## config.mk

```make
export PLATFORM = sky130hd
export DESIGN_NAME = calendar_date_counter
export DESIGN_NICKNAME = d
export VERILOG_FILES = /design/src/inc/cal_pkg.sv /design/src/inc/cal_if.sv /design/src/design/calendar_date_counter.sv /design/src/design/calendar_keeper.sv /design/src/design/time_of_day_counter.sv
export SDC_FILE = /design/constraint.sdc
export NUM_CORES = 1
export LEC_CHECK = 0
export BUFFER_PORTS_ARGS = -buffer_cell sky130_fd_sc_hd__buf_4
export CAP_MARGIN = 30
export CORE_MARGIN = 8
export CORE_UTILIZATION = 50
export DETAILED_ROUTE_END_ITERATION = 7
export HOLD_SLACK_MARGIN = 0.06
export PLACE_DENSITY = 0.78
export SLEW_MARGIN = 20
export SYNTH_ARGS = -nofsm -noshare
export SYNTH_HDL_FRONTEND = slang
export SYNTH_HIERARCHICAL = 1
export SYNTH_SLANG_ARGS = --single-unit
```

## constraint.sdc

```tcl
create_clock -name aclk -period 3.78 [get_ports aclk]
set_clock_uncertainty 0.1 [all_clocks]
set_input_delay 0.567 -clock aclk [delete_from_list [all_inputs] [get_ports aclk]]
set_output_delay 0.567 -clock aclk [all_outputs]
set_load 0.02 [all_outputs]
```

## src/inc/cal_pkg.sv

```systemverilog
// Shared constants, types and helper functions for the calendar date counter
`default_nettype none

package cal_pkg;

	// ----------------------------------------------------------------
	// Timing
	// ----------------------------------------------------------------
	localparam int unsigned CLK_PERIOD_NS = 10;
	localparam int unsigned SECOND_NS     = 1_000_000_000;
	localparam int unsigned TICK_CYCLES   = SECOND_NS / CLK_PERIOD_NS;
	localparam int unsigned TICK_W        = 27;

	// ----------------------------------------------------------------
	// Register map (byte addresses, one aligned word each)
	// ----------------------------------------------------------------
	localparam int unsigned ADDR_W     = 8;
	localparam logic [7:0]  CAL_OFS    = 8'h00;
	localparam logic [7:0]  TIME_OFS   = 8'h04;
	localparam logic [7:0]  INDEX_OFS  = 8'h08;
	localparam logic [7:0]  FIELD_OFS  = 8'h0C;
	localparam logic [7:0]  STATUS_OFS = 8'h10;

	localparam logic [1:0]  RESP_OKAY   = 2'h0;
	localparam logic [1:0]  RESP_SLVERR = 2'h2;

	// ----------------------------------------------------------------
	// Field layout of the calendar and time words
	// ----------------------------------------------------------------
	localparam int unsigned WD_LSB  = 0;
	localparam int unsigned WD_W    = 3;
	localparam int unsigned MD_LSB  = 8;
	localparam int unsigned MD_W    = 5;
	localparam int unsigned MO_LSB  = 16;
	localparam int unsigned MO_W    = 4;
	localparam int unsigned YR_LSB  = 24;
	localparam int unsigned YR_W    = 7;
	localparam int unsigned SEC_LSB = 0;
	localparam int unsigned MIN_LSB = 8;
	localparam int unsigned HR_LSB  = 16;
	localparam int unsigned MS_W    = 6;
	localparam int unsigned HR_W    = 5;
	localparam int unsigned IDX_W   = 2;

	localparam int unsigned ST_LEAP_BIT = 0;
	localparam int unsigned ST_NET_BIT  = 1;
	localparam int unsigned ST_REJ_BIT  = 2;

	typedef logic [WD_W-1:0]  weekday_t;
	typedef logic [MD_W-1:0]  day_t;
	typedef logic [MO_W-1:0]  month_t;
	typedef logic [YR_W-1:0]  year_t;
	typedef logic [MS_W-1:0]  minsec_t;
	typedef logic [HR_W-1:0]  hour_t;

	// Readback index of each calendar field
	typedef enum logic [1:0] {
		WEEKDAY_READBACK   = 2'h0,
		MONTH_DAY_READBACK = 2'h1,
		MONTH_READBACK     = 2'h2,
		YEAR_READBACK      = 2'h3
	} readback_e;

	// ----------------------------------------------------------------
	// Limits and reset values
	// ----------------------------------------------------------------
	localparam weekday_t SUNDAY      = 3'h1;
	localparam weekday_t SATURDAY    = 3'h7;
	localparam day_t     FIRST_DAY   = 5'h01;
	localparam month_t   JANUARY     = 4'h1;
	localparam month_t   FEBRUARY    = 4'h2;
	localparam month_t   APRIL       = 4'h4;
	localparam month_t   JUNE        = 4'h6;
	localparam month_t   SEPTEMBER   = 4'h9;
	localparam month_t   NOVEMBER    = 4'hB;
	localparam month_t   DECEMBER    = 4'hC;
	localparam year_t    YEAR_MAX    = 7'h63;
	localparam minsec_t  MINSEC_MAX  = 6'h3B;
	localparam hour_t    HOUR_MAX    = 5'h17;
	localparam day_t     DAYS_28     = 5'h1C;
	localparam day_t     DAYS_29     = 5'h1D;
	localparam day_t     DAYS_30     = 5'h1E;
	localparam day_t     DAYS_31     = 5'h1F;

	localparam weekday_t RST_WEEKDAY   = 3'h7;
	localparam day_t     RST_MONTH_DAY = 5'h01;
	localparam month_t   RST_MONTH     = 4'h1;
	localparam year_t    RST_YEAR      = 7'h00;

	// ----------------------------------------------------------------
	// Calendar helpers
	// ----------------------------------------------------------------
	// Every year 2000..2099 divisible by four is leap, 2000 included
	function automatic logic is_leap(input year_t yr);
		is_leap = (yr[1:0] == 2'h0);
	endfunction : is_leap

	function automatic day_t days_in_month(input month_t mo, input year_t yr);
		if (mo == FEBRUARY) begin
			days_in_month = is_leap(yr) ? DAYS_29 : DAYS_28;
		end else if (mo == APRIL || mo == JUNE || mo == SEPTEMBER || mo == NOVEMBER) begin
			days_in_month = DAYS_30;
		end else begin
			days_in_month = DAYS_31;
		end
	endfunction : days_in_month

	function automatic logic [31:0] pack_cal(input weekday_t wd, input day_t md, input month_t mo, input year_t yr);
		pack_cal                    = 32'h0000_0000;
		pack_cal[WD_LSB +: WD_W]    = wd;
		pack_cal[MD_LSB +: MD_W]    = md;
		pack_cal[MO_LSB +: MO_W]    = mo;
		pack_cal[YR_LSB +: YR_W]    = yr;
	endfunction : pack_cal

endpackage : cal_pkg

`default_nettype wire

```

## src/inc/cal_if.sv

```systemverilog
// Carrier between the register front end and the calendar keeper
`default_nettype none

interface cal_if;
	logic              set_valid;
	cal_pkg::weekday_t set_weekday;
	cal_pkg::day_t     set_month_day;
	cal_pkg::month_t   set_month;
	cal_pkg::year_t    set_year;
	logic              day_roll;
	cal_pkg::weekday_t weekday_field;
	cal_pkg::day_t     month_day_field;
	cal_pkg::month_t   month;
	cal_pkg::year_t    year;

	modport keeper (
		input  set_valid, set_weekday, set_month_day, set_month, set_year, day_roll,
		output weekday_field, month_day_field, month, year
	);
	modport ctrl (
		output set_valid, set_weekday, set_month_day, set_month, set_year, day_roll,
		input  weekday_field, month_day_field, month, year
	);
endinterface : cal_if

`default_nettype wire

```

## src/design/calendar_date_counter.sv

```systemverilog
// Calendar date counter with time of day behind an AXI4-Lite register slave
//
// The AXI4-Lite interface to the registers and the register addresses were chosen for this implementation.
`default_nettype none

module calendar_date_counter #(
	parameter int unsigned TICK_COUNT = cal_pkg::TICK_CYCLES
) (
	input  wire logic                       aclk,
	input  wire logic                       aresetn,
	input  wire logic [cal_pkg::ADDR_W-1:0] s_axi_awaddr,
	input  wire logic [2:0]                 s_axi_awprot,
	input  wire logic                       s_axi_awvalid,
	output var  logic                       s_axi_awready,
	input  wire logic [31:0]                s_axi_wdata,
	input  wire logic [3:0]                 s_axi_wstrb,
	input  wire logic                       s_axi_wvalid,
	output var  logic                       s_axi_wready,
	output var  logic [1:0]                 s_axi_bresp,
	output var  logic                       s_axi_bvalid,
	input  wire logic                       s_axi_bready,
	input  wire logic [cal_pkg::ADDR_W-1:0] s_axi_araddr,
	input  wire logic [2:0]                 s_axi_arprot,
	input  wire logic                       s_axi_arvalid,
	output var  logic                       s_axi_arready,
	output var  logic [31:0]                s_axi_rdata,
	output var  logic [1:0]                 s_axi_rresp,
	output var  logic                       s_axi_rvalid,
	input  wire logic                       s_axi_rready,
	input  wire logic                       network_handle_command,
	input  wire logic [31:0]                network_calendar
);
	import cal_pkg::*;

	// ----------------------------------------------------------------
	// Decode helpers
	// ----------------------------------------------------------------
	function automatic logic hits(input logic [ADDR_W-1:0] addr, input logic [7:0] ofs);
		hits = (addr[ADDR_W-1:2] == ofs[ADDR_W-1:2]);
	endfunction : hits

	// A calendar word is legal only if every field lies in its range
	function automatic logic cal_ok(input logic [31:0] w);
		weekday_t wd;
		day_t     md;
		month_t   mo;
		year_t    yr;
		wd     = w[WD_LSB +: WD_W];
		md     = w[MD_LSB +: MD_W];
		mo     = w[MO_LSB +: MO_W];
		yr     = w[YR_LSB +: YR_W];
		cal_ok = (wd >= SUNDAY) && (wd <= SATURDAY)
			&& (mo >= JANUARY) && (mo <= DECEMBER)
			&& (yr <= YEAR_MAX)
			&& (md >= FIRST_DAY) && (md <= days_in_month(mo, yr));
	endfunction : cal_ok

	function automatic logic [31:0] merge(input logic [31:0] old, input logic [31:0] data, input logic [3:0] strb);
		merge = old;
		for (int i = 0; i < 4; i++) begin
			if (strb[i]) begin
				merge[8*i +: 8] = data[8*i +: 8];
			end
		end
	endfunction : merge

	// ----------------------------------------------------------------
	// Internal state and nets
	// ----------------------------------------------------------------
	cal_if cal ();

	logic                aw_hold_q;
	logic [ADDR_W-1:0]   aw_addr_q;
	logic                w_hold_q;
	logic [31:0]         w_data_q;
	logic [3:0]          w_strb_q;
	logic [IDX_W-1:0]    index_q;
	logic                net_src_q;
	logic                reject_q;
	logic                do_write;
	logic                host_cal_set;
	logic                host_tod_set;
	logic                index_wr;
	logic                wr_err;
	logic                net_ok;
	logic [31:0]         cal_word;
	logic [31:0]         tod_word;
	logic [31:0]         wr_word;
	logic [31:0]         set_word;
	logic [31:0]         rd_word;
	logic [1:0]          rd_resp;
	minsec_t             second;
	minsec_t             minute;
	hour_t               hour;
	logic                day_roll;

	assign cal_word = pack_cal(cal.weekday_field, cal.month_day_field, cal.month, cal.year);

	// Live time word: seconds, minutes and hours in their own bytes
	always_comb begin
		tod_word                     = 32'h0000_0000;
		tod_word[SEC_LSB +: MS_W]    = second;
		tod_word[MIN_LSB +: MS_W]    = minute;
		tod_word[HR_LSB +: HR_W]     = hour;
	end

	// ----------------------------------------------------------------
	// Write address and write data channels, taken in either order
	// ----------------------------------------------------------------
	assign do_write = aw_hold_q && w_hold_q && !s_axi_bvalid;

	always_ff @(posedge aclk) begin
		if (!aresetn) begin
			aw_hold_q     <= 1'b0;
			aw_addr_q     <= '0;
			s_axi_awready <= 1'b0;
		end else if (s_axi_awvalid && s_axi_awready) begin
			aw_hold_q     <= 1'b1;
			aw_addr_q     <= s_axi_awaddr;
			s_axi_awready <= 1'b0;
		end else if (do_write || !aw_hold_q) begin
			aw_hold_q     <= 1'b0;
			s_axi_awready <= 1'b1;
		end
	end

	always_ff @(posedge aclk) begin
		if (!aresetn) begin
			w_hold_q     <= 1'b0;
			w_data_q     <= '0;
			w_strb_q     <= '0;
			s_axi_wready <= 1'b0;
		end else if (s_axi_wvalid && s_axi_wready) begin
			w_hold_q     <= 1'b1;
			w_data_q     <= s_axi_wdata;
			w_strb_q     <= s_axi_wstrb;
			s_axi_wready <= 1'b0;
		end else if (do_write || !w_hold_q) begin
			w_hold_q     <= 1'b0;
			s_axi_wready <= 1'b1;
		end
	end

	// ----------------------------------------------------------------
	// Write decode; a bad field value is refused whole, never clipped
	// ----------------------------------------------------------------
	always_comb begin
		host_cal_set = 1'b0;
		host_tod_set = 1'b0;
		index_wr     = 1'b0;
		wr_err       = 1'b0;
		wr_word      = 32'h0000_0000;
		if (do_write) begin
			if (hits(aw_addr_q, CAL_OFS)) begin
				wr_word      = merge(cal_word, w_data_q, w_strb_q);
				host_cal_set = cal_ok(wr_word);
				wr_err       = !cal_ok(wr_word);
			end else if (hits(aw_addr_q, TIME_OFS)) begin
				wr_word      = merge(tod_word, w_data_q, w_strb_q);
				host_tod_set = (wr_word[SEC_LSB +: MS_W] <= MINSEC_MAX)
					&& (wr_word[MIN_LSB +: MS_W] <= MINSEC_MAX)
					&& (wr_word[HR_LSB +: HR_W] <= HOUR_MAX);
				wr_err       = !host_tod_set;
			end else if (hits(aw_addr_q, INDEX_OFS)) begin
				index_wr     = w_strb_q[0];
			end else if (hits(aw_addr_q, FIELD_OFS) || hits(aw_addr_q, STATUS_OFS)) begin
				wr_err       = 1'b0;
			end else begin
				wr_err       = 1'b1;
			end
		end
	end

	// Host command has priority; a network update in that same cycle is dropped
	assign net_ok   = network_handle_command && cal_ok(network_calendar) && !host_cal_set;
	assign set_word = host_cal_set ? wr_word : network_calendar;

	assign cal.set_valid     = host_cal_set || net_ok;
	assign cal.set_weekday   = set_word[WD_LSB +: WD_W];
	assign cal.set_month_day = set_word[MD_LSB +: MD_W];
	assign cal.set_month     = set_word[MO_LSB +: MO_W];
	assign cal.set_year      = set_word[YR_LSB +: YR_W];
	assign cal.day_roll      = day_roll;

	// Write response one cycle after both halves are held
	always_ff @(posedge aclk) begin
		if (!aresetn) begin
			s_axi_bvalid <= 1'b0;
			s_axi_bresp  <= RESP_OKAY;
		end else if (do_write) begin
			s_axi_bvalid <= 1'b1;
			s_axi_bresp  <= wr_err ? RESP_SLVERR : RESP_OKAY;
		end else if (s_axi_bready) begin
			s_axi_bvalid <= 1'b0;
		end
	end

	// ----------------------------------------------------------------
	// Software-visible control and status
	// ----------------------------------------------------------------
	always_ff @(posedge aclk) begin
		if (!aresetn) begin
			index_q <= '0;
		end else if (index_wr) begin
			index_q <= w_data_q[IDX_W-1:0];
		end
	end

	// Source of the last applied calendar set, and whether any write was refused since the last good calendar or time write
	always_ff @(posedge aclk) begin
		if (!aresetn) begin
			net_src_q <= 1'b0;
			reject_q  <= 1'b0;
		end else begin
			if (host_cal_set) begin
				net_src_q <= 1'b0;
			end else if (net_ok) begin
				net_src_q <= 1'b1;
			end
			if (wr_err) begin
				reject_q <= 1'b1;
			end else if (host_cal_set || host_tod_set) begin
				reject_q <= 1'b0;
			end
		end
	end

	// ----------------------------------------------------------------
	// Read decode and read channel
	// ----------------------------------------------------------------
	always_comb begin
		rd_word = 32'h0000_0000;
		rd_resp = RESP_OKAY;
		if (hits(s_axi_araddr, CAL_OFS)) begin
			rd_word = cal_word;
		end else if (hits(s_axi_araddr, TIME_OFS)) begin
			rd_word = tod_word;
		end else if (hits(s_axi_araddr, INDEX_OFS)) begin
			rd_word[IDX_W-1:0] = index_q;
		end else if (hits(s_axi_araddr, FIELD_OFS)) begin
			case (readback_e'(index_q))
				WEEKDAY_READBACK:   rd_word[WD_W-1:0] = cal.weekday_field;
				MONTH_DAY_READBACK: rd_word[MD_W-1:0] = cal.month_day_field;
				MONTH_READBACK:     rd_word[MO_W-1:0] = cal.month;
				YEAR_READBACK:      rd_word[YR_W-1:0] = cal.year;
				default:            rd_word           = 32'h0000_0000;
			endcase
		end else if (hits(s_axi_araddr, STATUS_OFS)) begin
			rd_word[ST_LEAP_BIT] = is_leap(cal.year);
			rd_word[ST_NET_BIT]  = net_src_q;
			rd_word[ST_REJ_BIT]  = reject_q;
		end else begin
			rd_resp = RESP_SLVERR;
		end
	end

	// Data is captured at the address handshake so it cannot tear while rvalid waits
	always_ff @(posedge aclk) begin
		if (!aresetn) begin
			s_axi_arready <= 1'b0;
			s_axi_rvalid  <= 1'b0;
			s_axi_rdata   <= '0;
			s_axi_rresp   <= RESP_OKAY;
		end else if (s_axi_arvalid && s_axi_arready) begin
			s_axi_arready <= 1'b0;
			s_axi_rvalid  <= 1'b1;
			s_axi_rdata   <= rd_word;
			s_axi_rresp   <= rd_resp;
		end else if (s_axi_rvalid && s_axi_rready) begin
			s_axi_rvalid  <= 1'b0;
			s_axi_arready <= 1'b1;
		end else if (!s_axi_rvalid) begin
			s_axi_arready <= 1'b1;
		end
	end

	// ----------------------------------------------------------------
	// Counters
	// ----------------------------------------------------------------
	time_of_day_counter #(
		.TICK_COUNT (TICK_COUNT)
	) u_tod (
		.aclk       (aclk),
		.aresetn    (aresetn),
		.set_valid  (host_tod_set),
		.set_second (wr_word[SEC_LSB +: MS_W]),
		.set_minute (wr_word[MIN_LSB +: MS_W]),
		.set_hour   (wr_word[HR_LSB +: HR_W]),
		.second     (second),
		.minute     (minute),
		.hour       (hour),
		.day_roll   (day_roll)
	);

	calendar_keeper u_keeper (
		.aclk    (aclk),
		.aresetn (aresetn),
		.cal     (cal.keeper)
	);

endmodule : calendar_date_counter

`default_nettype wire

```

## src/design/calendar_keeper.sv

```systemverilog
// Weekday, day of month, month and year registers with leap-aware advance
`default_nettype none

module calendar_keeper (
	input  wire logic aclk,
	input  wire logic aresetn,
	cal_if.keeper     cal
);
	import cal_pkg::*;

	day_t last_day;

	assign last_day = days_in_month(cal.month, cal.year);

	// Weekday runs 1 (Sunday) to 7 (Saturday) and wraps back to Sunday
	always_ff @(posedge aclk) begin
		if (!aresetn) begin
			cal.weekday_field <= RST_WEEKDAY;
		end else if (cal.set_valid) begin
			cal.weekday_field <= cal.set_weekday;
		end else if (cal.day_roll) begin
			cal.weekday_field <= (cal.weekday_field == SATURDAY) ? SUNDAY : cal.weekday_field + 1'b1;
		end
	end

	// Date carries day into month and month into year; a set wins over a roll
	always_ff @(posedge aclk) begin
		if (!aresetn) begin
			cal.month_day_field <= RST_MONTH_DAY;
			cal.month           <= RST_MONTH;
			cal.year            <= RST_YEAR;
		end else if (cal.set_valid) begin
			cal.month_day_field <= cal.set_month_day;
			cal.month           <= cal.set_month;
			cal.year            <= cal.set_year;
		end else if (cal.day_roll) begin
			if (cal.month_day_field >= last_day) begin
				cal.month_day_field <= FIRST_DAY;
				if (cal.month == DECEMBER) begin
					cal.month <= JANUARY;
					cal.year  <= (cal.year == YEAR_MAX) ? '0 : cal.year + 1'b1;
				end else begin
					cal.month <= cal.month + 1'b1;
				end
			end else begin
				cal.month_day_field <= cal.month_day_field + 1'b1;
			end
		end
	end

endmodule : calendar_keeper

`default_nettype wire

```

## src/design/time_of_day_counter.sv

```systemverilog
// Seconds prescaler and 24-hour time-of-day counter with midnight pulse
`default_nettype none

module time_of_day_counter #(
	parameter int unsigned TICK_COUNT = cal_pkg::TICK_CYCLES
) (
	input  wire logic             aclk,
	input  wire logic             aresetn,
	input  wire logic             set_valid,
	input  wire cal_pkg::minsec_t set_second,
	input  wire cal_pkg::minsec_t set_minute,
	input  wire cal_pkg::hour_t   set_hour,
	output var  cal_pkg::minsec_t second,
	output var  cal_pkg::minsec_t minute,
	output var  cal_pkg::hour_t   hour,
	output var  logic             day_roll
);
	import cal_pkg::*;

	logic [TICK_W-1:0] tick_cnt_q;
	logic              tick;
	logic              at_midnight;

	assign tick        = (tick_cnt_q == TICK_W'(TICK_COUNT - 1));
	assign at_midnight = (second == MINSEC_MAX) && (minute == MINSEC_MAX) && (hour == HOUR_MAX);

	// Prescaler restarts on a set so the first second after it is a full one
	always_ff @(posedge aclk) begin
		if (!aresetn || set_valid || tick) begin
			tick_cnt_q <= '0;
		end else begin
			tick_cnt_q <= tick_cnt_q + 1'b1;
		end
	end

	// Seconds, minutes and hours; a set overrides a tick in the same cycle
	always_ff @(posedge aclk) begin
		if (!aresetn) begin
			second <= '0;
			minute <= '0;
			hour   <= '0;
		end else if (set_valid) begin
			second <= set_second;
			minute <= set_minute;
			hour   <= set_hour;
		end else if (tick) begin
			if (second == MINSEC_MAX) begin
				second <= '0;
				if (minute == MINSEC_MAX) begin
					minute <= '0;
					hour   <= (hour == HOUR_MAX) ? '0 : hour + 1'b1;
				end else begin
					minute <= minute + 1'b1;
				end
			end else begin
				second <= second + 1'b1;
			end
		end
	end

	// One-cycle pulse as the hour wraps from 23 to 0
	always_ff @(posedge aclk) begin
		if (!aresetn) begin
			day_roll <= 1'b0;
		end else begin
			day_roll <= tick && at_midnight && !set_valid;
		end
	end

endmodule : time_of_day_counter

`default_nettype wire

```

After elaboration in Yosys (flattened, before gate mapping)

Cells that the tools add are included.

$add $sub $neg: 8
Magnitude comparators: 18
Equality and inequality tests: 34
Muxes and demuxes: 110
Bitwise operators: 1
Reductions and logical operators: 75

Operator list:

| cell                  | count |
|---|---|
| $mux 8                | 21 |
| $mux 31               | 4 |
| $mux 32               | 2 |
| $mux 7                | 9 |
| $mux 5                | 11 |
| $mux 6                | 7 |
| $mux 1                | 32 |
| $mux 30               | 1 |
| $eq 4x4->1 const B    | 7 |
| $add 27x1->27 const B | 1 |
| $eq 27x27->1 const B  | 1 |
| $logic_and 1x1->1     | 26 |
| $eq 4x3->1 const B    | 6 |
| $eq 6x2->1 const B    | 4 |
| $reduce_bool 2->1     | 11 |
| $mux 2                | 10 |
| $mux 4                | 5 |
| $logic_or 1x1->1      | 16 |
| $mux 3                | 5 |
| $le 7x7->1 const B    | 2 |
| $add 6x1->6 const B   | 2 |
| $eq 4x2->1 const B    | 3 |
| $eq 6x1->1 const B    | 2 |
| $eq 6x3->1 const B    | 2 |
| other kinds (30)      | 56 |

Bits in registers: 154
Input port bits: 98
Output and inout port bits: 41
Logic and storage cells: 271

Depth between registers and ports, before layout

Gate-level depths: netlist (run 1).

Depth after elaboration: 20
Depth in mapped cells: 17
Depth with buffers taken out: 14

Hierarchy

The synthesis (run 1) kept the hierarchy.

By module, submodules not included:

| module                | times used | cells each | area each (sq um) | seq. area each (sq um) |
|---|---|---|---|---|
| calendar_date_counter | 1          | 570        | 4360.4            | 1441.4 |
| time_of_day_counter   | 1          | 282        | 2306.0            | 900.9 |
| calendar_keeper       | 1          | 167        | 1323.8            | 380.4 |

Least setup slack after synthesis (run 1)

No wires, ideal clock.

Path type: reg2reg
Start: register w_strb_q[1]
End: register u_keeper.cal.month[0]
Library setup time: 150 ps
Arrival: 3102 ps
Data required time: 3530 ps
Setup slack: 429 ps
Stages on the path, launching flop included: 13
Path buffers: 4
Period minus slack after synthesis: 3351 ps
Path through: dfxtp_1 -> clkbuf_1 -> clkbuf_1 -> mux2_2 -> ha_1 -> nor2b_1 -> o221a_2 -> a211oi_2 -> nand3_1 -> o21bai_1 -> clkbuf_1 -> clkbuf_1 -> o311ai_0

Cells in the longest elaborated chain, start to end: 13
Elaborated cells on any way between the ends: 17
Those cells by class: order compare: 2; mux: 7; reduce/logical: 8

RTL lines:

| what                               | RTL line                     | text |
|---|---|---|
| start: declaration                 | calendar_date_counter.sv:76  | `logic [3:0] w_strb_q;` |
| start signal: assignment           | calendar_date_counter.sv:136 | `w_strb_q <= s_axi_wstrb;` |
| $mux 8 (*)                         | calendar_date_counter.sv:61  | `if (strb[i]) begin` |
| $mux 8 (*)                         | calendar_date_counter.sv:154 | `if (hits(aw_addr_q, CAL_OFS)) begin` |
| $mux 8 (*)                         | calendar_date_counter.sv:153 | `if (do_write) begin` |
| $ge 5x1->1                         | calendar_date_counter.sv:55  | `&& (md >= FIRST_DAY) && (md <= days_in_month(mo, yr));` |
| $logic_and 1x1->1                  | calendar_date_counter.sv:55  |  |
| $logic_and 1x1->1 (*)              | calendar_date_counter.sv:55  |  |
| $mux 1 (*)                         | calendar_date_counter.sv:154 |  |
| $mux 1 (*)                         | calendar_date_counter.sv:153 |  |
| $logic_not 1->1                    | calendar_date_counter.sv:175 | `assign net_ok = network_handle_command && cal_ok(network_calendar) && !host_cal_set;` |
| $logic_and 1x1->1                  | calendar_date_counter.sv:175 |  |
| $logic_or 1x1->1 (*)               | calendar_date_counter.sv:178 | `assign cal.set_valid = host_cal_set \|\| net_ok;` |
| net cal.set_valid                  | cal_if.sv:5                  | `logic set_valid;` |
| $reduce_bool 2->1 (no source line) | n/a                          |  |
| $reduce_and 2->1 (no source line)  | n/a                          |  |
| end signal: assignment             | calendar_keeper.sv:34        | `cal.month <= cal.set_month;` |
| end signal: assignment             | calendar_keeper.sv:43        | `cal.month <= cal.month + 1'b1;` |
| end: declaration                   | cal_if.sv:18                 | `output weekday_field, month_day_field, month, year` |

The timed path passes the listed nets; every way through them passes the cells marked *. The select of a mux whose other input is x is not followed.
A chain may end at the register's enable or synchronous reset.

Worst setup path after layout (run 1)

Start: register w_strb_q[2]
End: register u_keeper.cal.year[5]

Cells in the longest elaborated chain, start to end: 20
Elaborated cells on any way between the ends: 34
Those cells by class: order compare: 3; eq/ne: 5; mux: 11; reduce/logical: 15

RTL lines:

| what                               | RTL line                     | text |
|---|---|---|
| $mux 8 (*)                         | calendar_date_counter.sv:61  |  |
| $mux 8 (*)                         | calendar_date_counter.sv:154 |  |
| $mux 8 (*)                         | calendar_date_counter.sv:153 |  |
| $eq 4x3->1                         | cal_pkg.sv:101               | `end else if (mo == APRIL \|\| mo == JUNE \|\| mo == SEPTEMBER \|\| mo == NOVEMBER) begin` |
| $logic_or 1x1->1 (3 in series)     | cal_pkg.sv:101               |  |
| $mux 1                             | cal_pkg.sv:101               |  |
| $mux 2                             | cal_pkg.sv:99                | `if (mo == FEBRUARY) begin` |
| $mux 5                             | calendar_date_counter.sv:154 |  |
| [... 3 more ...]                   | n/a                          |  |
| $mux 1 (*)                         | calendar_date_counter.sv:154 |  |
| $mux 1 (*)                         | calendar_date_counter.sv:153 |  |
| $logic_not 1->1                    | calendar_date_counter.sv:175 |  |
| $logic_and 1x1->1                  | calendar_date_counter.sv:175 |  |
| $logic_or 1x1->1 (*)               | calendar_date_counter.sv:178 |  |
| net cal.set_valid                  | cal_if.sv:5                  |  |
| $reduce_bool 2->1 (no source line) | n/a                          |  |
| $reduce_and 3->1 (no source line)  | n/a                          |  |
| end signal: assignment             | calendar_keeper.sv:35        | `cal.year <= cal.set_year;` |
| end signal: assignment             | calendar_keeper.sv:41        | `cal.year <= (cal.year == YEAR_MAX) ? '0 : cal.year + 1'b1;` |
| end: declaration                   | cal_if.sv:18                 |  |

Marked as above.

==> impl_metrics.py, run 1 <==
metrics = {
    "run_status": {
        "outcome": "complete, no violations",
    },
    "yosys": {
        "yosys_warnings": 6,
        "seq_area_frac_synth": 0.341,
        "yosysTopAreaCellShare": 0.341,
        "netlist_area_sq_um": 7990,
        "synth_flop_cell": "dfxtp_1",
        "yosysTopAreaCell": "dfxtp_1",
        "ys_ff_latch": 136,
        "syn_area_per_cell_sq_um": 7.84,
        "synth_edf_count": 0,
        "async_flop_share": 0,
        "yosysUniqueCellTypes": 79,
        "synth_top_cells_by_area": "dfxtp_1 34%, nand2_1 6.0%, a21oi_1 5.4%, nor2_1 4.7%, o21ai_0 3.4%",
        "syn_inst": 1019,
    },
    "clocking": {
        "numCtsBuffers": 17,
        "tritoncts": "yes",
        "hold_buffers": 0,
        "clockBufferDepth": 2,
        "clkSlewWorstSetupHoldPaths_ns": 0.06,
        "cts_sinks": 136,
        "post_cts_resized": 0,
        "post_cts_buffers": 0,
        "clock_latency_ns": 0.43,
        "h-tree-depth": 4,
        "cts_root_buffer": "clkbuf_16",
    },
    "critical_path": {
        "cp-end-kind": "register",
        "critPathMaxFanout": 13,
        "rrSetupSlack_ns": 0.34,
        "crit_required_ns": 3.97,
        "r2r-start": "w_strb_q[2]",
        "start_kind": "register",
        "r2r_end": "u_keeper/cal.year[5]",
        "crit_start": "w_strb_q[2]",
        "r2r_cells": 13,
        "endpoint": "u_keeper/cal.year[5]",
        "critPathArrivalTime_ns": 3.64,
        "path_class": "register to register",
    },
    "power": {
        "power_density_nw_per_um2": 385,
        "leakage_nw": 3.57,
        "peakVddDrop_uv": 327,
    },
    "global_routing": {
        "grt_use_met1": 0.278,
        "met2_usage": 0.404,
        "first_global_vias": 7568,
        "grtUsageMet3": 0.0698,
        "grt_overflow_total": 0,
        "grt_pass1_wl_microns": 38800,
        "grt_max_degree": 59,
        "grt-busiest-layer": "met2",
        "grtUsageTotal": 0.240,
        "antenna_found_initial": 0,
    },
    "cells_and_area": {
        "nNetsFinal": 1215,
        "mostFrequentLayoutCells": "136 x dfxtp_1, 128 x nand2_1, 123 x buf_4, 101 x nor2_1, 87 x a21oi_1",
        "final_common_cell": "dfxtp_1",
        "n_fill_cell": 1465,
        "drive_above_1_share": 0.179,
        "fin_cells": 1325,
        "diodes": 0,
        "final_area_sq_um": 9440,
        "area_growth_syn_to_layout_pct": 18.2,
    },
    "placement": {
        "place_inst": 1293,
        "hpwl_microns": 17400,
        "placed_area_sq_um": 8880,
        "io_buffers": 98,
        "gp_congestion": 0.970,
    },
    "min_path": {
        "hold_class": "input pin to register",
    },
    "sta": {
        "setup_violations": 0,
        "min_period_over_period": 0.910,
        "worst_pin_slew_ns": 0.905,
        "slew_headroom": 0.391,
        "rsz0062_at_grt": "false",
        "hold_viol": 0,
        "fin_crit_ns": 3.44,
        "fmax_mhz": 291,
        "tns_ns": 0,
        "drv_slew": 0,
    },
    "routing": {
        "num_vias": 8101,
        "ant_nets": 0,
        "drc_errors": 0,
        "dr.pass1.iters": 5,
        "drt-wirelength-per-cell_microns": 18.6,
        "wl_microns": 24600,
        "vias_per_cell": 6.11,
        "drt_iter0_drc": 824,
    },
    "die": {
        "initial_core_util": 0.507,
        "dieArea_sq_um": 20300,
        "fp-row-count": 46,
        "fp.dieH_microns": 142,
        "io-pin-count": 139,
        "core_area_sq_um": 15800,
        "dieWidth_microns": 142,
    },
    "run": {
        "maxCapViolCount": 0,
    },
}
-- power breakdown --
| part | switching [mW] | internal (mW) |
|---|---|---|
| Clock | 0.654 | 0.892 |
| Sequential | 0.0789 | 1.49 |
| Combinational | 0.303 | 0.222 |
| Total | 1.04 | 2.60 |
-- sequential cells by signal, indices dropped and copies added (netlist names), 2 cells and up --
| register | count |
|---|---|
| aw_addr_q | 6 |
| index_q | 2 |
| s_axi_rdata | 25 |
| u_keeper/cal.month | 4 |
| u_keeper/cal.month_day_field | 5 |
| u_keeper/cal.weekday_field | 3 |
| u_keeper/cal.year | 7 |
| u_tod/hour | 5 |
| u_tod/minute | 6 |
| u_tod/second | 6 |
| u_tod/tick_cnt_q | 27 |
| w_data_q | 24 |
| w_strb_q | 4 |
-- Yosys cell counts, drive strengths merged, types with 6 or more instances --
cell and number:
nand3 56, ha 19, nor4 20, and2 11, mux2 21, xnor2 23
a211oi 10, nor2b 12, nand4 16, mux2i 20, nor3b 6, inv 28
clkbuf 53, and3 15, o21ai 55, dfxtp 136, nor2 101, o311ai 9
a31oi 20, a21oi 87, a22oi 6, a221oi 10, or4 10, buf 20
nand2 128, nor3 37
-- cell type report --
type	count	area, sq um	share of cell area
multi-input cells	790	4860	0.514
flip-flops and latches	136	2720	0.288
repair buffers	125	953	0.101
well taps	216	270	0.0286
clock buffers	18	429	0.0454
inverters	28	105	0.0111
clock inverters	12	105	0.0111
-- through the flow --
step           total power [mW]  worst slack [ns]   util  hold WS, ns
2_1_floorplan              1.89             0.429      -        0.330
3_3_place_gp               2.09             0.566  0.563        0.343
3_5_place_dp               2.10             0.476  0.563        0.349
4_1_cts                    3.64             0.436  0.597        0.265
5_1_grt                    3.76             0.134  0.599        0.273
6_report                   3.64             0.339  0.599        0.275
-- worst min-delay path by stage --
stage                             start             endpoint  slack (ns)  cells after the start
finish                  s_axi_wdata[17]         w_data_q[17]        0.28                      3
global route            s_axi_wdata[18]         w_data_q[18]        0.27                      3
CTS                     s_axi_wdata[11]         w_data_q[11]        0.27                      3
detailed placement  u_tod/tick_cnt_q[0]  u_tod/tick_cnt_q[0]        0.35                      1
global placement        s_axi_rdata[27]      s_axi_rdata[27]        0.34                      2
floorplan           u_tod/tick_cnt_q[0]  u_tod/tick_cnt_q[0]        0.33                      1
-- critical path: stages (launching register included) --
cell and delay (ns):
dfxtp_1 0.42, nor2b_1 0.34, a22o_1 0.22, nor2b_1 0.17
ha_1 0.26, nor2b_1 0.13, o221a_2 0.27, a211oi_2 0.25
nand3_1 0.19, o21bai_1 0.21, inv_1 0.22, buf_4 0.25
o311ai_0 0.11, a31oi_1 0.16
-- kinds of logic (layout without fill, tap and decap cells) --
| logic type | after synthesis | in the layout | synth area share |
|---|---|---|---|
| AOI/OAI and AO/OA | 245 | 245 | 0.194 |
| DFF | 136 | 136 | 0.341 |
| other | 1 | 9 | 0.000469 |
| buffers and inverters | 101 | 183 | 0.0550 |
| and+or+nand+nor | 448 | 448 | 0.284 |
| muxes | 43 | 43 | 0.0678 |
| adders and majority gates | 19 | 19 | 0.0298 |
| xor gates and xnor gates | 26 | 26 | 0.0285 |
-- layer usage --
layer | routed length, microns | up-vias
li1 | - | 3844
met1 | 9730 | 3782
met2 | 11900 | 407
met3 | 2270 | 68
met4 | 795 | 0
met5 | 0 | -
No activity file was read; power rests on OpenSTA's default activity.
==> inputs of run 2 (changes only) <==
CORE_UTILIZATION = 36   (was 50)
PLACE_DENSITY = 0.61   (was 0.78)
==> run 2 against run 1 <==
  * Hold slack improved by 0.0092 ns
  * Global-route usage decreased by 5.1 points
  * Via count decreased by 3.2%
  * Combinational power increased by 4%
  * Cell count increased by 5.1%
  * Clock power increased by 8%
  * Routed wire length increased by 5.5%
  * Sequential power about the same
  * Total power increased by 3.8%
==> impl_metrics.py, run 2 (synthesis results as in run 1) <==
metrics = {
    "clocking": {
        "cts_sinks": 136,
        "h-tree-depth": 4,
        "clock_latency_ns": 0.43,
        "clkSlewWorstSetupHoldPaths_ns": 0.06,
        "post_cts_buffers": 0,
        "clockBufferDepth": 2,
        "tritoncts": "yes",
        "numCtsBuffers": 17,
        "hold_buffers": 0,
        "post_cts_resized": 0,
        "cts_root_buffer": "clkbuf_16",
    },
    "cells_and_area": {
        "n_fill_cell": 2184,
        "diodes": 0,
        "drive_above_1_share": 0.182,
        "largest_reg_flops": 27,
        "fin_util": 0.439,
        "mostFrequentLayoutCells": "136 x dfxtp_1, 128 x nand2_1, 125 x buf_4, 101 x nor2_1, 87 x a21oi_1",
        "final_common_cell": "dfxtp_1",
        "top_register": "u_tod/tick_cnt_q",
        "nNetsFinal": 1217,
        "top_regs": "u_tod/tick_cnt_q x27, s_axi_rdata x25, w_data_q x24",
        "area_growth_syn_to_layout_pct": 19.9,
    },
    "critical_path": {
        "critPathArrivalTime_ns": 3.63,
        "crit_buf_inv": 2,
        "slowest_delay_ns": 0.38,
        "crit_required_ns": 3.99,
        "rrSetupSlack_ns": 0.36,
        "cp-end-kind": "register",
        "path_class": "register to register",
        "cp_top_family": "compound AO/OA/AOI/OAI gates",
        "crit_chain": "buf_4 > nor2_1 > a22o_1 > nor2b_1 > ha_1 > nor2b_1 > o221a_2 > a211oi_2 > nand3_1 > o21bai_1 > inv_1 > and3_1 > a21oi_1 > a21oi_1",
        "start_kind": "register",
        "cpMaxStageDelayCell": "dfxtp_1",
        "crit_start": "w_strb_q[2]",
        "critPathMaxFanout": 23,
        "r2r-start": "w_strb_q[2]",
        "endpoint": "u_keeper/cal.month_day_field[4]",
        "cp.depth": 14,
        "r2r_cells": 14,
        "r2r_end": "u_keeper/cal.month_day_field[4]",
    },
    "placement": {
        "io_buffers": 98,
        "gp_congestion": 0.920,
        "hpwl_microns": 18600,
    },
    "global_routing": {
        "grt_use_met1": 0.241,
        "grtUsageMet3": 0.0419,
        "grtUsageTotal": 0.189,
        "met2_usage": 0.310,
        "grt_pass1_wl_microns": 40400,
        "grt-busiest-layer": "met2",
        "grt_overflow_total": 0,
        "grt_max_degree": 52,
        "first_global_vias": 7360,
        "antenna_found_initial": 0,
    },
    "routing": {
        "vias_per_cell": 5.63,
        "ant_nets": 0,
        "drt-wirelength-per-cell_microns": 18.7,
        "drt_iter0_drc": 710,
        "num_vias": 7841,
        "drc_errors": 0,
        "dr.pass1.iters": 5,
        "wl_microns": 26000,
    },
    "die": {
        "dieArea_sq_um": 27200,
        "fp-row-count": 54,
        "initial_core_util": 0.366,
        "io-pin-count": 139,
        "core_area_sq_um": 21800,
        "dieWidth_microns": 165,
        "fp.dieH_microns": 165,
    },
    "sta": {
        "drv_slew": 0,
        "worst_hold_slack_ns": 0.284,
        "hold_viol": 0,
        "rsz0062_at_grt": "false",
        "min_period_over_period": 0.906,
        "fmax_mhz": 292,
        "slew_headroom": 0.378,
        "tns_ns": 0,
        "fin_crit_ns": 3.42,
        "worst_pin_slew_ns": 0.931,
        "setup_violations": 0,
    },
    "power": {
        "leakage_nw": 3.61,
        "power_density_nw_per_um2": 394,
        "peakVddDrop_uv": 263,
    },
    "run": {
        "maxCapViolCount": 0,
    },
    "min_path": {
        "hold_class": "input pin to register",
        "hp-start": "s_axi_wdata[26]",
    },
    "run_status": {
        "outcome": "complete, no violations",
    },
}
run 2: cell count changes in the layout (fill, tap and decap cells not counted), sizes merged:
cell / previous run / this run
clkbuf: 18 / 20
bufinv: 1 / 2
clkinv: 6 / 3
buf: 125 / 126
inv: 28 / 31
run 2: stage by stage:
| step | setup WS (ns) | instances | cell area (sq um) | power, mW |
|---|---|---|---|---|
| floorplan | 0.429 | 1027 | 8020 | 1.89 |
| global placement | 0.376 | 1359 | 8970 | 2.12 |
| detailed placement | 0.359 | 1359 | 8970 | 2.12 |
| CTS | 0.410 | 1391 | 9560 | 3.80 |
| global route | 0.0401 | 1393 | 9580 | 3.93 |
| finish | 0.357 | 1393 | 9580 | 3.78 |
run 2: worst min-delay path by stage:
stage,endpoint,slack [ns],cells after the start
2_1_floorplan,u_tod/tick_cnt_q[0],0.33,1
5_1_grt,w_data_q[16],0.28,3
3_3_place_gp,s_axi_rdata[28],0.34,2
4_1_cts,w_data_q[25],0.27,3
6_report,w_data_q[26],0.28,3
3_5_place_dp,s_axi_rdata[28],0.35,2
run 2: where the power goes:
| part | internal (mW) | total (mW) | leakage, nW | switching, mW |
|---|---|---|---|---|
| Clock | 0.992 | 1.68 | 0.272 | 0.686 |
| Combinational | 0.224 | 0.544 | 2.23 | 0.320 |
| Sequential | 1.49 | 1.55 | 1.11 | 0.0673 |
run 2: worst register-to-register path: cells and delay by family, from the launching register on:
kind | cells | cell delay, ns
AND/OR/NAND/NOR | 5 | 0.82
buffers and inverters | 2 | 0.58
adder cells (fa/ha/maj) | 1 | 0.29
AO/OA/AOI/OAI | 6 | 1.12
flip-flops | 1 | 0.38
run 2: layout make-up:
type / count / area (sq um) / share of cell area
flip-flops and latches: 136 / 2720 / 0.284
multi-input cells: 790 / 4860 / 0.507
inverters: 28 / 105 / 0.0110
well taps: 280 / 350 / 0.0366
repair buffers: 127 / 958 / 0.100
clock buffers: 19 / 443 / 0.0462
clock inverters: 13 / 143 / 0.0149
run 2: layer usage:
layer / up-vias / wire length [microns]
met5: - / 0
met4: 0 / 649
met3: 38 / 1610
met2: 259 / 12500
met1: 3686 / 11200
li1: 3858 / -
==> inputs of run 3 (changes only) <==
PLACE_DENSITY = 0.62   (was 0.61)
SYNTH_HIERARCHICAL = unset   (was 1)
==> run 3 against run 2 <==
  * Count of clock-buffer cells in the layout down 2
  * Clock power about the same
  * Core utilization up 0.30 points
  * Cell count down 2.5%
  * Sequential power about the same
  * Register-to-register slack better by 0.02 ns
  * Routed wire length down 8.7%
  * Synthesized area down 2.8%
  * Global-route usage down 1.4 points
  * Critical path type unchanged
  * Critical endpoint is now u_keeper.cal.year[0]
==> impl_metrics.py, run 3 <==
metrics = {
    "routing": {
        "drt-wirelength-per-cell_microns": 17.5,
        "wl_microns": 23700,
        "drc_errors": 0,
        "dr.pass1.iters": 5,
        "vias_per_cell": 5.60,
        "drt_iter0_drc": 499,
        "num_vias": 7609,
        "ant_nets": 0,
    },
    "placement": {
        "gp_congestion": 0.847,
        "io_buffers": 98,
        "hpwl_microns": 17200,
        "placed_area_sq_um": 8700,
    },
    "power": {
        "finalPower_mw": 3.78,
        "leakage_nw": 3.43,
        "peakVddDrop_uv": 339,
        "power_density_nw_per_um2": 406,
    },
    "critical_path": {
        "crit_chain": "inv_1 > ha_1 > o21ai_0 > a21oi_1 > a31oi_1 > ha_1 > nand2b_1 > a21oi_1 > or4_1 > nand2b_1 > o211ai_1 > o31ai_1 > o221a_2",
        "crit_required_ns": 4.00,
        "start_kind": "register",
        "slowest_delay_ns": 0.63,
        "cpMaxStageDelayCell": "dfxtp_1",
        "cp-end-kind": "register",
        "critPathMaxFanout": 13,
        "path_class": "register to register",
        "critPathArrivalTime_ns": 3.63,
    },
    "min_path": {
        "hold_class": "input pin to register",
    },
    "yosys": {
        "synthSimpleGateAreaFrac": 0.273,
        "yosysUniqueCellTypes": 77,
        "yosysMostFrequentCell": "dfxtp_1",
        "ys_ff_latch": 136,
        "syn_inst": 998,
        "synth-xor-area-share": 0.0282,
        "yosysTopAreaCell": "dfxtp_1",
        "async_flop_share": 0,
        "synth_compound_area_frac": 0.220,
        "netlist_area_sq_um": 7760,
        "synth_top_family_by_area": "simple AND/OR/NAND/NOR gates",
        "syn_area_per_cell_sq_um": 7.78,
        "synth_top_cells_by_area": "dfxtp_1 35%, nand2_1 6.4%, a21oi_1 6.3%, nor2_1 4.6%, o21ai_0 3.2%",
        "yosys_warnings": 0,
        "synth_edf_count": 0,
        "synth_flop_cell": "dfxtp_1",
        "synth.area.mux_share": 0.0405,
        "yosys-top-cells-count": "136 x dfxtp_1, 132 x nand2_1, 97 x a21oi_1, 96 x nor2_1, 50 x o21ai_0",
        "yosysTopAreaCellShare": 0.351,
        "synthAdderAreaFrac": 0.0306,
        "seq_area_frac_synth": 0.351,
    },
    "cells_and_area": {
        "fin_util": 0.442,
        "diodes": 0,
        "nNetsFinal": 1187,
        "mostFrequentLayoutCells": "136 x dfxtp_1, 132 x nand2_1, 118 x buf_4, 97 x a21oi_1, 96 x nor2_1",
        "area_growth_syn_to_layout_pct": 20.1,
        "final_common_cell": "dfxtp_1",
        "largest_reg_flops": 27,
        "final_area_sq_um": 9320,
        "drive_above_1_share": 0.168,
        "top_regs": "u_tod.tick_cnt_q x27, s_axi_rdata x25, w_data_q x24",
        "top_register": "u_tod.tick_cnt_q",
    },
    "sta": {
        "rsz0062_at_grt": "false",
        "slew_headroom": 0.375,
        "setup_violations": 0,
        "min_period_over_period": 0.900,
        "fin_crit_ns": 3.40,
        "worst_pin_slew_ns": 0.931,
        "tns_ns": 0,
        "drv_slew": 0,
        "hold_viol": 0,
        "fmax_mhz": 294,
    },
    "clocking": {
        "numCtsBuffers": 17,
        "tritoncts": "yes",
        "clockBufferDepth": 2,
        "clkSlewWorstSetupHoldPaths_ns": 0.06,
        "cts_root_buffer": "clkbuf_16",
        "clock_latency_ns": 0.43,
        "h-tree-depth": 4,
        "hold_buffers": 0,
        "post_cts_resized": 0,
        "cts_sinks": 136,
        "post_cts_buffers": 0,
    },
    "global_routing": {
        "grtUsageTotal": 0.175,
        "grt_overflow_total": 0,
        "grt_max_degree": 41,
        "antenna_found_initial": 0,
        "first_global_vias": 7061,
        "grt_pass1_wl_microns": 37300,
    },
    "die": {
        "io-pin-count": 139,
        "fp.dieH_microns": 163,
        "fp-row-count": 53,
        "dieWidth_microns": 163,
        "core_area_sq_um": 21100,
        "initial_core_util": 0.368,
        "dieArea_sq_um": 26500,
    },
    "run": {
        "maxCapViolCount": 0,
    },
    "run_status": {
        "outcome": "complete, no violations",
    },
}
[run 3: layout make-up]
class                           count  area, sq um
Multi-Input combinational cell    770         4630
Timing Repair Buffer              121          943
Clock inverter                     15          166
Inverter                           24         90.1
Clock buffer                       17          425
Tap cell                          275          344
Fill cell                        2181        11800
Sequential cell                   136         2720
[run 3: worst max-delay path: cells and delay by family, from the launching register on]
kind                     cells  cell delay [ns]
AND/OR/NAND/NOR              3             0.98
flip-flops                   1             0.63
AO/OA/AOI/OAI                7             1.00
buffers and inverters        1             0.17
adder cells (fa/ha/maj)      2             0.42
[run 3: power by group]
| group | internal (mW) | switching (mW) |
|---|---|---|
| logic | 0.226 | 0.309 |
| registers | 1.49 | 0.0804 |
| clock network | 0.985 | 0.697 |
[run 3: path summary, 6_finish.rpt]
path / start / end / slack [ns] / depth (start not counted)
max: u_keeper.cal.month[0] / u_keeper.cal.year[0] / 0.38 / 13
min: s_axi_wdata[24] / w_data_q[24] / 0.28 / 3
max reg2reg: u_keeper.cal.month[0] / u_keeper.cal.year[0] / 0.38 / 13
min reg2reg: s_axi_rdata[29] / s_axi_rdata[29] / 0.35 / 2
[run 3: layer usage]
| metal | up-vias | global-route usage | wire [microns] |
|---|---|---|---|
| met5 | - | 0 | 0 |
| li1 | 3746 | - | - |
| met3 | 28 | 0.0440 | 1540 |
| met4 | 0 | 0.0567 | 444 |
| met2 | 229 | 0.286 | 11300 |
| met1 | 3606 | 0.223 | 10400 |
[run 3: logic make-up (layout without fill, tap and decap cells)]
group | after synthesis | count (layout)
simple gates | 429 | 429
compound gates | 261 | 261
flops | 136 | 136
buf+inv | 100 | 177
mux | 27 | 27
xor+xnor | 25 | 25
fa+ha+maj | 19 | 19
other cells | 1 | 9
[run 3: stage by stage]
stage / hold slack (ns) / cells / worst slack (ns)
finish: 0.280 / 1358 / 0.376
global route: 0.270 / 1358 / 0.163
CTS: 0.269 / 1356 / 0.423
detailed placement: 0.346 / 1324 / 0.449
global placement: 0.340 / 1323 / 0.471
floorplan: 0.341 / 1006 / 0.756
